<file path="src/tcpi_params.svh">
/*
  Constants of the three-class program interrupt block: memory
  locations, register offsets, field positions, operation codes.
  Assumes inclusion by bare name from the design file.
*/
`ifndef TCPI_PARAMS_SVH
`define TCPI_PARAMS_SVH

// ****************************************************************
// Fixed save and vector locations
// ****************************************************************
`define TCPI_PE_SAVE 15'h0010
`define TCPI_PE_VEC 15'h0011
`define TCPI_CN_SAVE 15'h0012
`define TCPI_CN_VEC 15'h0013
`define TCPI_IO_SAVE 15'h0014
`define TCPI_IO_VEC 15'h0015
`define TCPI_CC_RST 15'h0000
`define TCPI_CC_ONE 15'h0001
`define TCPI_CC_TWO 15'h0002
`define TCPI_SAVE_ZERO 10'h000

// ****************************************************************
// Register byte offsets
// ****************************************************************
`define TCPI_A_STATUS 8'h00
`define TCPI_A_IOIND 8'h04
`define TCPI_A_CNIND 8'h08
`define TCPI_A_PEIND 8'h0c
`define TCPI_A_CTRL 8'h10
`define TCPI_A_CC 8'h14

// ****************************************************************
// Field positions
// ****************************************************************
`define TCPI_CN_TYPE 0
`define TCPI_CN_KREQ 1
`define TCPI_CN_KREL 2
`define TCPI_CN_STOP 3
`define TCPI_CN_OVF 4
`define TCPI_CN_CLK 5
`define TCPI_CN_BADOP 6
`define TCPI_CN_W 7
`define TCPI_PE_ADDR 0
`define TCPI_PE_MOD3 1
`define TCPI_CTRL_BLOCK 8
`define TCPI_T_BLOCK 8
`define TCPI_T_HIGH 9
`define TCPI_T_LOW 10
`define TCPI_T_EQUAL 11

// ****************************************************************
// Instruction-end operation codes and qualifiers
// ****************************************************************
`define TCPI_OP_NONE 4'h0
`define TCPI_OP_CLR_IO 4'h1
`define TCPI_OP_CLR_CN 4'h2
`define TCPI_OP_CLR_PE 4'h3
`define TCPI_OP_BLK_SET 4'h4
`define TCPI_OP_BLK_CLR 4'h5
`define TCPI_OP_RDCLK 4'h6
`define TCPI_OP_UNDEF 4'h7
`define TCPI_OP_TEST 4'h8
`define TCPI_OP_ADDSUB 4'h9
`define TCPI_OP_COMPARE 4'ha
`define TCPI_OP_DIVIDE 4'hb
`define TCPI_OP_SNS_SET 4'hc
`define TCPI_OP_SNS_CLR 4'hd
`define TCPI_NX_INC1 2'h0
`define TCPI_NX_INC2 2'h1
`define TCPI_NX_LOAD 2'h2
`define TCPI_CMP_HIGH 2'h1
`define TCPI_CMP_LOW 2'h2
`define TCPI_CMP_EQ 2'h3

`endif

</file>
<file path="src/tcpi_pkg.sv">
/*
  Types of the three-class program interrupt block.
  Assumes nothing of its surroundings.
*/
`default_nettype none
package tcpi_pkg;
  typedef enum logic [3:0] {
    TCPI_CL_NONE = 4'h1,
    TCPI_CL_IO = 4'h2,
    TCPI_CL_CONT = 4'h4,
    TCPI_CL_PE = 4'h8
  } tcpi_class_e;
endpackage
`default_nettype wire

</file>
<file path="src/tcpi_top.sv">
/*
  Three-class program interrupt logic with its indicator unit and
  instruction counter, reached by software over APB.
  Assumes the instruction sequencer pulses INSTR_END once per
  instruction with the op code and qualifiers valid in that cycle,
  and that the save word is written to memory by the sequencer.
*/
`timescale 1ns/1ns
`default_nettype none
`include "tcpi_params.svh"

// Function
// RULE1 - With no error or contingency indicator, test io indicators and interrupt
// RULE2 - Io interrupt sets io mode, saves counter at 0020, jumps 0021
// RULE3 - Io indicators keep setting in io mode; no io interrupt until reset
// RULE4 - Error and contingency interrupts still taken during io mode
// RULE5 - Initiation or completion indication only when function bit 16 set
// RULE6 - Initiation on standby fetch; completion only on error-free end
// RULE7 - Without request those stay clear; faults still interrupt
// RULE8 - Block-set and block-clear ops steer a global io inhibit flag
// RULE9 - With no error indicator, contingencies interrupt unless higher modes set
// RULE10 - Contingency interrupt sets its mode, saves at 0018, jumps 0019
// RULE11 - Contingency mode blocks contingency and io interrupts until reset
// RULE12 - Console events set external contingency indicators
// RULE13 - Add carry beyond register or bad divide sets overflow
// RULE14 - Undefined op code or unready clock read sets contingency
// RULE15 - Any error indicator with error mode clear interrupts to 0016/0017
// RULE16 - A further error during error mode halts the processor
// RULE17 - Error mode blocks contingency and io interrupts until reset
// RULE18 - Wrong location accessed or absent module sets address error
// RULE19 - Bad check bits, residue failure or absent module sets modulo-3 error
// RULE20 - Counter holds 15-bit address, steps by one, two, or loads
// RULE21 - Indicator test goes on when clear and branches when set
// RULE22 - Add and subtract set equal on zero; compares set high, low, equal
// RULE23 - Saved word has counter in bits 1 to 15, zeros above
// RULE24 - Reset op clears mode and indicators; no interrupt at its end
module tcpi_top #(
  parameter int NCH = 4
) (
  input wire logic CLK, // 50 MHz clock
  input wire logic RESET, // Synchronous reset, high
  input wire logic PSEL, // APB select
  input wire logic PENABLE, // APB enable
  input wire logic PWRITE, // APB direction
  input wire logic [7:0] PADDR, // APB byte address
  input wire logic [31:0] PWDATA, // APB write data
  output logic [31:0] PRDATA, // APB read data
  output logic PREADY, // APB ready
  output logic PSLVERR, // APB error on unmapped address
  input wire logic INSTR_END, // Instruction completion pulse
  input wire logic [3:0] OP_CODE, // Class of completing instruction
  input wire logic [1:0] NEXT_MODE, // Counter step or load
  input wire logic [14:0] NEXT_ADDR, // Load or branch address
  input wire logic [4:0] TEST_SEL, // Indicator tested or sense index
  input wire logic CARRY_OUT, // Add carry beyond top register
  input wire logic DIV_BAD, // Divisor not above dividend
  input wire logic RESULT_ZERO, // Add or subtract result zero
  input wire logic [1:0] CMP_RES, // Compare outcome
  input wire logic CLOCK_READY, // Addressable clock ready
  input wire logic [NCH-1:0] IO_INIT, // Spec fetched from standby
  input wire logic [NCH-1:0] IO_DONE, // Operation ended
  input wire logic [NCH-1:0] IO_FS16, // Spec bit 16 per channel
  input wire logic [NCH-1:0] IO_ERR, // Error indicator in channel
  input wire logic [NCH-1:0] IO_FAULT, // Error or fault event
  input wire logic CON_TYPE, // Console character typed, pin
  input wire logic CON_KREQ, // Keyboard request, pin
  input wire logic CON_KREL, // Keyboard release, pin
  input wire logic CON_STOP, // Program stop button, pin
  input wire logic ADDR_MISMATCH, // Accessed location differs
  input wire logic ADDR_ABSENT, // Module not installed
  input wire logic CHECK_BAD, // Wrong check bits 26 and 27
  input wire logic RESIDUE_BAD, // Adder residue check failed
  output logic [14:0] CC, // Instruction counter
  output logic SAVE_STB, // Save word write pulse
  output logic [14:0] SAVE_ADDR, // Save location
  output logic [24:0] SAVE_DATA, // Save word, bits 1 to 25
  output logic [3:0] TAKEN_CLASS, // Last interrupt class
  output logic HALT // Processor stop
);

  // ****************************************************************
  // State
  // ****************************************************************
  typedef struct packed {
    logic [3:0] c1;
    logic [3:0] c2;
    logic [3:0] c3;
    logic [3:0] con_lvl;
    logic [NCH-1:0] io_init;
    logic [NCH-1:0] io_done;
    logic [NCH-1:0] io_fault;
    logic [`TCPI_CN_W-1:0] cont;
    logic [1:0] pe;
    logic io_mode;
    logic cont_mode;
    logic pe_mode;
    logic io_block;
    logic halt;
    logic [7:0] sense;
    logic cmp_h;
    logic cmp_l;
    logic cmp_e;
    logic [14:0] cc;
    logic save_stb;
    logic [14:0] save_addr;
    logic [24:0] save_data;
    tcpi_pkg::tcpi_class_e last;
    logic [31:0] prdata;
    logic err;
  } tcpi_state_s;

  tcpi_state_s s;
  tcpi_state_s next_s;

  // Set wins over a clear arriving in the same cycle
  function automatic logic [15:0] tcpi_upd(input logic [15:0] q,
      input logic clr, input logic [15:0] set);
    tcpi_upd = clr ? set : (q | set);
  endfunction

  logic ie;
  logic [3:0] con_rise;
  logic [NCH-1:0] set_init;
  logic [NCH-1:0] set_done;
  logic [`TCPI_CN_W-1:0] set_cn;
  logic [1:0] set_pe;
  logic clr_io;
  logic clr_cn;
  logic clr_pe;
  logic reset_op;
  logic any_pe;
  logic any_cn;
  logic any_io;
  logic take_pe;
  logic take_cn;
  logic take_io;
  logic [15:0] tvec;
  logic [14:0] cc_seq;
  logic wr;
  logic [15:0] io_init_u;
  logic [15:0] io_done_u;
  logic [15:0] io_fault_u;
  logic [15:0] cn_u;
  logic [15:0] pe_u;

  // ****************************************************************
  // Next state
  // ****************************************************************
  always_comb begin
    next_s = s;
    ie = INSTR_END & ~s.halt;
    // Console pins: three flops, change counts when second and third agree
    next_s.c1 = {CON_STOP, CON_KREL, CON_KREQ, CON_TYPE};
    next_s.c2 = s.c1;
    next_s.c3 = s.c2;
    next_s.con_lvl = (s.c2 & s.c3) | (s.con_lvl & (s.c2 | s.c3));
    con_rise = s.c2 & s.c3 & ~s.con_lvl;

    set_init = IO_INIT & IO_FS16; // RULE5 RULE6 RULE7
    set_done = IO_DONE & IO_FS16 & ~IO_ERR; // RULE5 RULE6 RULE7
    set_cn = '0;
    set_cn[`TCPI_CN_TYPE] = con_rise[`TCPI_CN_TYPE]; // RULE12
    set_cn[`TCPI_CN_KREQ] = con_rise[`TCPI_CN_KREQ]; // RULE12
    set_cn[`TCPI_CN_KREL] = con_rise[`TCPI_CN_KREL]; // RULE12
    set_cn[`TCPI_CN_STOP] = con_rise[`TCPI_CN_STOP]; // RULE12
    set_cn[`TCPI_CN_OVF] = ie & (((OP_CODE == `TCPI_OP_ADDSUB) & CARRY_OUT)
        | ((OP_CODE == `TCPI_OP_DIVIDE) & DIV_BAD)); // RULE13
    set_cn[`TCPI_CN_CLK] = ie & (OP_CODE == `TCPI_OP_RDCLK)
        & ~CLOCK_READY; // RULE14
    set_cn[`TCPI_CN_BADOP] = ie & (OP_CODE == `TCPI_OP_UNDEF); // RULE14
    set_pe[`TCPI_PE_ADDR] = ADDR_MISMATCH | ADDR_ABSENT; // RULE18
    set_pe[`TCPI_PE_MOD3] = CHECK_BAD | RESIDUE_BAD | ADDR_ABSENT; // RULE19

    // A class reset never takes an interrupt at its own end, so the
    // handler can return through the saved word without re-entry
    clr_io = ie & (OP_CODE == `TCPI_OP_CLR_IO);
    clr_cn = ie & (OP_CODE == `TCPI_OP_CLR_CN);
    clr_pe = ie & (OP_CODE == `TCPI_OP_CLR_PE);
    reset_op = clr_io | clr_cn | clr_pe; // RULE24

    // Conditions raised by the completing instruction count at its end
    any_pe = |(s.pe | set_pe);
    any_cn = |(s.cont | set_cn);
    any_io = |(s.io_init | s.io_done | s.io_fault | set_init | set_done
        | IO_FAULT);
    // Each lower class also needs the higher indicators clear, so one
    // instruction end takes at most one class
    take_pe = ie & ~reset_op & any_pe & ~s.pe_mode; // RULE15
    take_cn = ie & ~reset_op & ~any_pe & any_cn & ~s.pe_mode
        & ~s.cont_mode; // RULE9 RULE11 RULE17
    take_io = ie & ~reset_op & ~any_pe & ~any_cn & any_io & ~s.pe_mode
        & ~s.cont_mode & ~s.io_mode & ~s.io_block; // RULE1 RULE3 RULE8

    // Indicators keep setting in every mode; reset ops clear their class
    io_init_u = tcpi_upd(16'(s.io_init), clr_io, 16'(set_init));
    io_done_u = tcpi_upd(16'(s.io_done), clr_io, 16'(set_done));
    io_fault_u = tcpi_upd(16'(s.io_fault), clr_io, 16'(IO_FAULT)); // RULE7
    cn_u = tcpi_upd(16'(s.cont), clr_cn, 16'(set_cn));
    pe_u = tcpi_upd(16'(s.pe), clr_pe, 16'(set_pe));
    next_s.io_init = io_init_u[NCH-1:0]; // RULE3 RULE24
    next_s.io_done = io_done_u[NCH-1:0]; // RULE3 RULE24
    next_s.io_fault = io_fault_u[NCH-1:0]; // RULE3 RULE24
    next_s.cont = cn_u[`TCPI_CN_W-1:0]; // RULE11 RULE24
    next_s.pe = pe_u[1:0]; // RULE17 RULE24

    // Mode flags
    // A take and a clear of one class never meet: reset ops take nothing
    next_s.pe_mode = take_pe | (s.pe_mode & ~clr_pe); // RULE15 RULE24
    next_s.cont_mode = take_cn | (s.cont_mode & ~clr_cn); // RULE10 RULE24
    next_s.io_mode = take_io | (s.io_mode & ~clr_io); // RULE2 RULE24
    // A new error while already in error mode stops the processor
    // Halt is sticky; only RESET brings the sequencer back
    if (s.pe_mode & (|set_pe)) begin
      next_s.halt = 1'b1; // RULE16
    end

    // Register writes take effect in the access phase
    // Program ops below are applied later and win a same-cycle clash
    wr = PSEL & PENABLE & PWRITE;
    if (wr & (PADDR == `TCPI_A_CTRL)) begin
      next_s.sense = PWDATA[7:0];
      next_s.io_block = PWDATA[`TCPI_CTRL_BLOCK];
    end
    if (ie & (OP_CODE == `TCPI_OP_BLK_CLR)) begin
      next_s.io_block = 1'b0; // RULE8
    end
    if (ie & (OP_CODE == `TCPI_OP_BLK_SET)) begin
      next_s.io_block = 1'b1; // RULE8
    end
    if (ie & (OP_CODE == `TCPI_OP_SNS_CLR)) begin
      next_s.sense[TEST_SEL[2:0]] = 1'b0;
    end
    if (ie & (OP_CODE == `TCPI_OP_SNS_SET)) begin
      next_s.sense[TEST_SEL[2:0]] = 1'b1;
    end

    // Comparison indicators
    if (ie & (OP_CODE == `TCPI_OP_ADDSUB)) begin
      next_s.cmp_e = RESULT_ZERO; // RULE22
    end
    if (ie & (OP_CODE == `TCPI_OP_COMPARE)) begin
      next_s.cmp_h = (CMP_RES == `TCPI_CMP_HIGH); // RULE22
      next_s.cmp_l = (CMP_RES == `TCPI_CMP_LOW); // RULE22
      next_s.cmp_e = (CMP_RES == `TCPI_CMP_EQ); // RULE22
    end

    // Program-testable indicators, indexed by TEST_SEL
    // Indices outside the table read as clear, so those tests never branch
    tvec = '0;
    tvec[7:0] = s.sense;
    tvec[`TCPI_T_BLOCK] = s.io_block;
    tvec[`TCPI_T_HIGH] = s.cmp_h;
    tvec[`TCPI_T_LOW] = s.cmp_l;
    tvec[`TCPI_T_EQUAL] = s.cmp_e;

    // Address of the next instruction
    // Mode 3 is unused and steps by one like mode 0
    case (NEXT_MODE)
      `TCPI_NX_INC1: cc_seq = s.cc + `TCPI_CC_ONE; // RULE20
      `TCPI_NX_INC2: cc_seq = s.cc + `TCPI_CC_TWO; // RULE20
      `TCPI_NX_LOAD: cc_seq = NEXT_ADDR; // RULE20
      default: cc_seq = s.cc + `TCPI_CC_ONE;
    endcase
    if (OP_CODE == `TCPI_OP_TEST) begin
      cc_seq = (tvec[TEST_SEL[3:0]] & ~TEST_SEL[4]) ? NEXT_ADDR
          : s.cc + `TCPI_CC_ONE; // RULE21
    end

    // The save word tracks the next address even when nothing is taken
    next_s.save_stb = 1'b0;
    if (ie) begin
      next_s.cc = cc_seq; // RULE20
      next_s.save_data = {`TCPI_SAVE_ZERO, cc_seq}; // RULE23
    end
    if (take_pe) begin
      next_s.save_stb = 1'b1;
      next_s.save_addr = `TCPI_PE_SAVE; // RULE15
      next_s.cc = `TCPI_PE_VEC; // RULE15
      next_s.last = tcpi_pkg::TCPI_CL_PE;
    end else if (take_cn) begin
      next_s.save_stb = 1'b1;
      next_s.save_addr = `TCPI_CN_SAVE; // RULE10
      next_s.cc = `TCPI_CN_VEC; // RULE10
      next_s.last = tcpi_pkg::TCPI_CL_CONT;
    end else if (take_io) begin
      next_s.save_stb = 1'b1;
      next_s.save_addr = `TCPI_IO_SAVE; // RULE2
      next_s.cc = `TCPI_IO_VEC; // RULE2
      next_s.last = tcpi_pkg::TCPI_CL_IO;
    end
    // Io mode never gates the two higher classes
    if (s.io_mode & take_pe) begin
      next_s.pe_mode = 1'b1; // RULE4
    end

    // Read data is captured in the setup cycle, answered in access
    // Unmapped offsets read as zero and raise the error flag
    if (PSEL & ~PENABLE) begin
      next_s.err = 1'b0;
      next_s.prdata = '0;
      case (PADDR)
        `TCPI_A_STATUS: next_s.prdata = 32'({s.last, s.halt, s.io_block,
            s.pe_mode, s.cont_mode, s.io_mode});
        `TCPI_A_IOIND: next_s.prdata = 32'({s.io_fault, s.io_done,
            s.io_init});
        `TCPI_A_CNIND: next_s.prdata = 32'(s.cont);
        `TCPI_A_PEIND: next_s.prdata = 32'(s.pe);
        `TCPI_A_CTRL: next_s.prdata = 32'({s.io_block, s.sense});
        `TCPI_A_CC: next_s.prdata = 32'(s.cc);
        default: next_s.err = 1'b1;
      endcase
    end
  end

  // ****************************************************************
  // Registers
  // ****************************************************************
  always_ff @(posedge CLK) begin
    if (RESET) begin
      s <= '0;
      s.cc <= `TCPI_CC_RST;
      // The class code has a non-zero encoding for none
      s.last <= tcpi_pkg::TCPI_CL_NONE;
    end else begin
      s <= next_s;
    end
  end

  // ****************************************************************
  // Outputs
  // ****************************************************************
  // No wait states: every access phase completes at once
  assign PREADY = PSEL & PENABLE;
  assign PRDATA = s.prdata;
  assign PSLVERR = PSEL & PENABLE & s.err;
  assign CC = s.cc;
  assign SAVE_STB = s.save_stb;
  assign SAVE_ADDR = s.save_addr;
  assign SAVE_DATA = s.save_data;
  assign TAKEN_CLASS = s.last;
  assign HALT = s.halt;

endmodule
`default_nettype wire

</file>
<file path="config.mk">
export PLATFORM = sky130hd
export DESIGN_NAME = tcpi_top
export DESIGN_NICKNAME = d
export VERILOG_FILES = /design/src/tcpi_pkg.sv /design/src/tcpi_top.sv
export VERILOG_INCLUDE_DIRS = /design/src
export SDC_FILE = /design/constraint.sdc
export NUM_CORES = 1
export LEC_CHECK = 0
export BUFFER_PORTS_ARGS = -buffer_cell sky130_fd_sc_hd__buf_2
export CAP_MARGIN = 20
export CORE_UTILIZATION = 40
export DETAILED_ROUTE_END_ITERATION = 6
export GPL_TIMING_DRIVEN = 0
export SYNTH_ARGS = -nofsm -noshare
export SYNTH_HDL_FRONTEND = slang
export SYNTH_SLANG_ARGS = --single-unit
</file>
<file path="constraint.sdc">
create_clock -name CLK -period 2.82 [get_ports CLK]
set_input_delay 0 -clock CLK [delete_from_list [all_inputs] [get_ports CLK]]
set_output_delay 0 -clock CLK [all_outputs]
set_load 0.01 [all_outputs]
</file>
==> load_flow_metrics.sql <==
INSERT INTO impl_metrics (metric_group, metric, value, unit) VALUES
('run_status', 'result_of_the_run', 'completed', ''),
('logic_synthesis', 'yosys.area_share.adder', '0.763', '%'),
('global_route', 'pin_count_of_the_biggest_net_entering_global_routing', '23', ''),
('finish', 'antennaDiodeCount', '0', ''),
('timing', 'period_needed', '2.51', 'ns'),
('clock_network', 'cts_sinks', '105', ''),
('clock_network', 'clockRootBuffer', 'sky130_fd_sc_hd__clkbuf_16', ''),
('drt', 'antenna_left', '0', ''),
('global_route', 'grt_pass1_vias', '5737', ''),
('floorplan', 'area_of_the_die', '16900', 'µm²'),
('global_route', 'antenna_found_initial', '0', ''),
('drt', 'detailedRoute.firstIterationViolations', '394', ''),
('timing', 'final-setup-viol-count', '0', ''),
('global_route', 'grt_usage', '23.9', '%'),
('worst_setup_path', 'timing.reg2reg.worst_path_depth', '7', ''),
('finish', 'number_of_nets_in_the_layout', '1126', ''),
('finish', 'synthToLayoutAreaGrowth', '27.0', '%'),
('flow_run', 'max_cap_violations', '0', ''),
('worst_setup_path', 'timing.critical_path.cells', 'ha_1 > nand2_1 > nor4_1 > xor2_1 > mux2_2 > a211oi_1 > nor3_1', ''),
('logic_synthesis', 'yosysUniqueCellTypes', '88', ''),
('logic_synthesis', 'ys_seq_area_share', '32.1', '%'),
('place', 'post-dp-hpwl', '15000', 'µm'),
('logic_synthesis', 'multiplexer_share_of_the_synthesized_area', '6.51', '%'),
('timing', 'hold_viol', '0', ''),
('worst_setup_path', 'critical_path_class', 'flip-flop to flip-flop', ''),
('logic_synthesis', 'asyncSetResetFlopFracSynth', '0', '%'),
('timing', 'timing_max_transition_violations_final', '0', ''),
('global_route', 'grt_overflow_total', '0', ''),
('finish', 'layout_cell_share_with_drive_strength_beyond_1', '30.4', '%'),
('place', 'gp_congestion', '0.929', ''),
('floorplan', 'floorplan.initialDensity', '41.1', '%'),
('global_route', 'grt_first_pass_wirelength', '30500', 'µm'),
('worst_setup_path', 'cp-start-kind', 'flip-flop', ''),
('worst_setup_path', 'worst_setup_path_startpoint', 'CC[1]$_SDFFE_PP0P_', ''),
('worst_setup_path', 'rr_endpoint', 'SAVE_DATA[12]$_SDFFE_PP0P_', ''),
('finish', 'mostFrequentLayoutCells', 'sky130_fd_sc_hd__buf_2 (144), sky130_fd_sc_hd__dfxtp_1 (105), sky130_fd_sc_hd__buf_4 (93), sky130_fd_sc_hd__nor2_1 (74), sky130_fd_sc_hd__nand2_1 (67)', ''),
('hold_path', 'timing.hold.worst.class', 'input pin to flip-flop', ''),
('floorplan', 'top_level_ports', '201', ''),
('worst_setup_path', 'cp_data_required_time', '3.04', 'ns'),
('drt', 'post-route-drc-count', '0', ''),
('worst_setup_path', 'cp-endpoint', 'SAVE_DATA[12]$_SDFFE_PP0P_', ''),
('drt', 'detail_route.wl_per_cell', '16.0', 'µm'),
('drt', 'via_per_inst', '5.13', ''),
('floorplan', 'horiz_die_dim', '130', 'µm'),
('logic_synthesis', 'synth-compound-area-share', '18.1', '%'),
('finish', 'fill_cells', '1607', ''),
('logic_synthesis', 'yosys_register_bits', '105', ''),
('clock_network', 'cts_made_buffers', '9', ''),
('worst_setup_path', 'critPathMaxFanout', '7', ''),
('floorplan', 'floorplan.core_area', '15900', 'µm²'),
('clock_network', 'clkLatencyLatePin', '0.38', 'ns'),
('logic_synthesis', 'synth_simple_gate_area_share', '24.6', '%'),
('place', 'dp.cells', '1185', ''),
('logic_synthesis', 'synth_enable_flop_cells', '0', ''),
('logic_synthesis', 'yosys_most_used_dff', 'sky130_fd_sc_hd__dfxtp_1', ''),
('clock_network', 'worst_setup_hold_path_clk_slew', '0.08', 'ns'),
('worst_setup_path', 'worst_ep_arrival_time', '2.73', 'ns'),
('worst_setup_path', 'cp_slowest_stage_delay', '0.51', 'ns'),
('timing', 'fmax', '398', 'MHz'),
('timing', 'grt_setup_unrepaired', 'false', ''),
('worst_setup_path', 'timing.reg2reg.setup_slack', '0.31', 'ns'),
('clock_network', 'cts.repair.resized', '0', ''),
('timing', 'maxSlewHeadroom', '46.2', '%'),
('floorplan', 'core.rowCount', '46', ''),
('logic_synthesis', 'synth_top_family_by_area', 'simple AND/OR/NAND/NOR gates', ''),
('logic_synthesis', 'syn_inst', '794', ''),
('clock_network', 'cts_tree', 'built', ''),
('logic_synthesis', 'synth.cell_area', '6560', 'µm²'),
('drt', 'drt_first_pass_iters', '5', ''),
('power_and_ir_drop', 'worst_ir_drop_vdd', '315', 'µV'),
('timing', 'worst_pin_slew', '0.806', 'ns');
-- critical path, delay by kind of cell, from the launching register on --
family | cells | cell delay (ns)
XOR/XNOR | 1 | 0.17
flip-flops | 1 | 0.51
multiplexers | 1 | 0.30
AND/OR/NAND/NOR | 3 | 0.77
AO/OA/AOI/OAI | 1 | 0.34
adder cells (fa/ha/maj) | 1 | 0.27
-- cell usage after synthesis, types with 3 or more instances --
library cell                instances  area share, %
sky130_fd_sc_hd__nor3b_1            3           0.34
sky130_fd_sc_hd__a211oi_2           3           0.57
sky130_fd_sc_hd__o21ai_0           21            1.6
sky130_fd_sc_hd__clkbuf_1          31            1.8
sky130_fd_sc_hd__a22oi_1           10            1.1
sky130_fd_sc_hd__mux4_2             4            1.4
sky130_fd_sc_hd__xor2_1             6           0.80
sky130_fd_sc_hd__o31a_1             4           0.53
sky130_fd_sc_hd__nor4_1            13            1.2
sky130_fd_sc_hd__buf_4             93             11
sky130_fd_sc_hd__mux2i_1           22            3.4
sky130_fd_sc_hd__o21a_1             3           0.34
sky130_fd_sc_hd__o2bb2ai_1          3           0.40
sky130_fd_sc_hd__buf_6              4           0.69
sky130_fd_sc_hd__dfxtp_1          105             32
sky130_fd_sc_hd__a221oi_1           5           0.67
sky130_fd_sc_hd__xnor2_1           10            1.3
sky130_fd_sc_hd__o22ai_1            4           0.38
sky130_fd_sc_hd__o31ai_1            5           0.57
sky130_fd_sc_hd__a21oi_1           57            4.4
sky130_fd_sc_hd__nor3_1            34            2.6
sky130_fd_sc_hd__nand2b_1          15            1.4
sky130_fd_sc_hd__clkbuf_2           3           0.23
sky130_fd_sc_hd__inv_1             16           0.92
sky130_fd_sc_hd__and2_1             4           0.38
sky130_fd_sc_hd__mux2_2             9            1.5
sky130_fd_sc_hd__buf_2              7           0.53
sky130_fd_sc_hd__nor2b_1           21            2.0
sky130_fd_sc_hd__a31oi_1            7           0.67
sky130_fd_sc_hd__ha_1               4           0.76
sky130_fd_sc_hd__nor2_1            74            4.2
sky130_fd_sc_hd__nand3b_1          16            1.8
sky130_fd_sc_hd__nand2_1           67            3.8
sky130_fd_sc_hd__nand4_1            8           0.76
sky130_fd_sc_hd__a211oi_1          10            1.1
sky130_fd_sc_hd__a22o_1             3           0.40
sky130_fd_sc_hd__o221ai_1           5           0.67
sky130_fd_sc_hd__clkbuf_8           4           0.84
sky130_fd_sc_hd__nand3_1           18            1.4
sky130_fd_sc_hd__and3_1             3           0.29
-- sequential cells by signal, summed over array words and instances, names as in the netlist --
signal,flops
s,45
CC,15
PRDATA,15
SAVE_DATA,15
next_s,8
TAKEN_CLASS,3
SAVE_ADDR,2
HALT,1
SAVE_STB,1
-- metrics by stage --
step                      area (µm²)  total power, mW  hold WS, ns  worst slack, ns  util (%)
after floorplan                 6700             2.17        0.117            0.804         -
after global placement          7650             2.43        0.207            0.347      48.0
after detailed placement        7650             2.43        0.214            0.340      48.0
after CTS                       8330             3.78      0.00183            0.321      52.2
after global routing            8330             3.92       0.0301            0.189      52.2
final                           8330             3.77      0.00780            0.309      52.2
-- area by class of cell --
type | count | area (µm²) | area share, %
flip-flops and latches | 105 | 2100 | 25.2
inverters | 16 | 60.1 | 0.721
clock buffers | 9 | 225 | 2.70
well taps | 216 | 270 | 3.25
multi-input cells | 567 | 3560 | 42.8
plain buffers | 144 | 972 | 11.7
repair buffers | 173 | 1050 | 12.6
clock inverters | 7 | 86.3 | 1.04
-- routing by layer --
metal | track usage [%] | share of wire [%] | wire (µm) | vias to the layer above
li1 | - | - | - | 3135
met1 | 31.0 | 44 | 8750 | 2954
met2 | 39.5 | 48 | 9430 | 227
met3 | 4.02 | 5.9 | 1180 | 29
met4 | 9.37 | 2.3 | 458 | 0
met5 | 0 | 0 | 0 | -
-- power breakdown --
group,switching (mW),internal [mW]
Combinational,0.441,0.383
Sequential,0.0634,1.55
Clock,0.683,0.641
Total,1.19,2.58
-- worst min-delay path by stage --
stage,cells after the start,endpoint,from
finish,4,s[0]$_SDFFE_PP0P_,PENABLE
global route,4,HALT$_SDFFE_PP0P_,RESIDUE_BAD
CTS,4,s[0]$_SDFFE_PP0P_,PENABLE
detailed placement,2,next_s[141]$_SDFF_PP0_,CON_STOP
global placement,2,next_s[140]$_SDFF_PP0_,CON_KREL
floorplan,2,s[118]$_SDFF_PP0_,IO_FAULT[0]
-- cells by family after synthesis --
group | Yosys count
AND/OR/NAND/NOR | 304
AO/OA/AOI/OAI | 168
buffers and inverters | 160
flip-flops | 105
multiplexers | 36
XOR/XNOR | 16
adder cells (fa/ha/maj) | 4
other | 1
-- what timing repair did --
action	in CTS	in global routing
setup endpoints to repair	0	0
endpoints found under the hold margin	28	0
hold buffers	36	0
No activity file was read; power rests on OpenSTA's default activity.
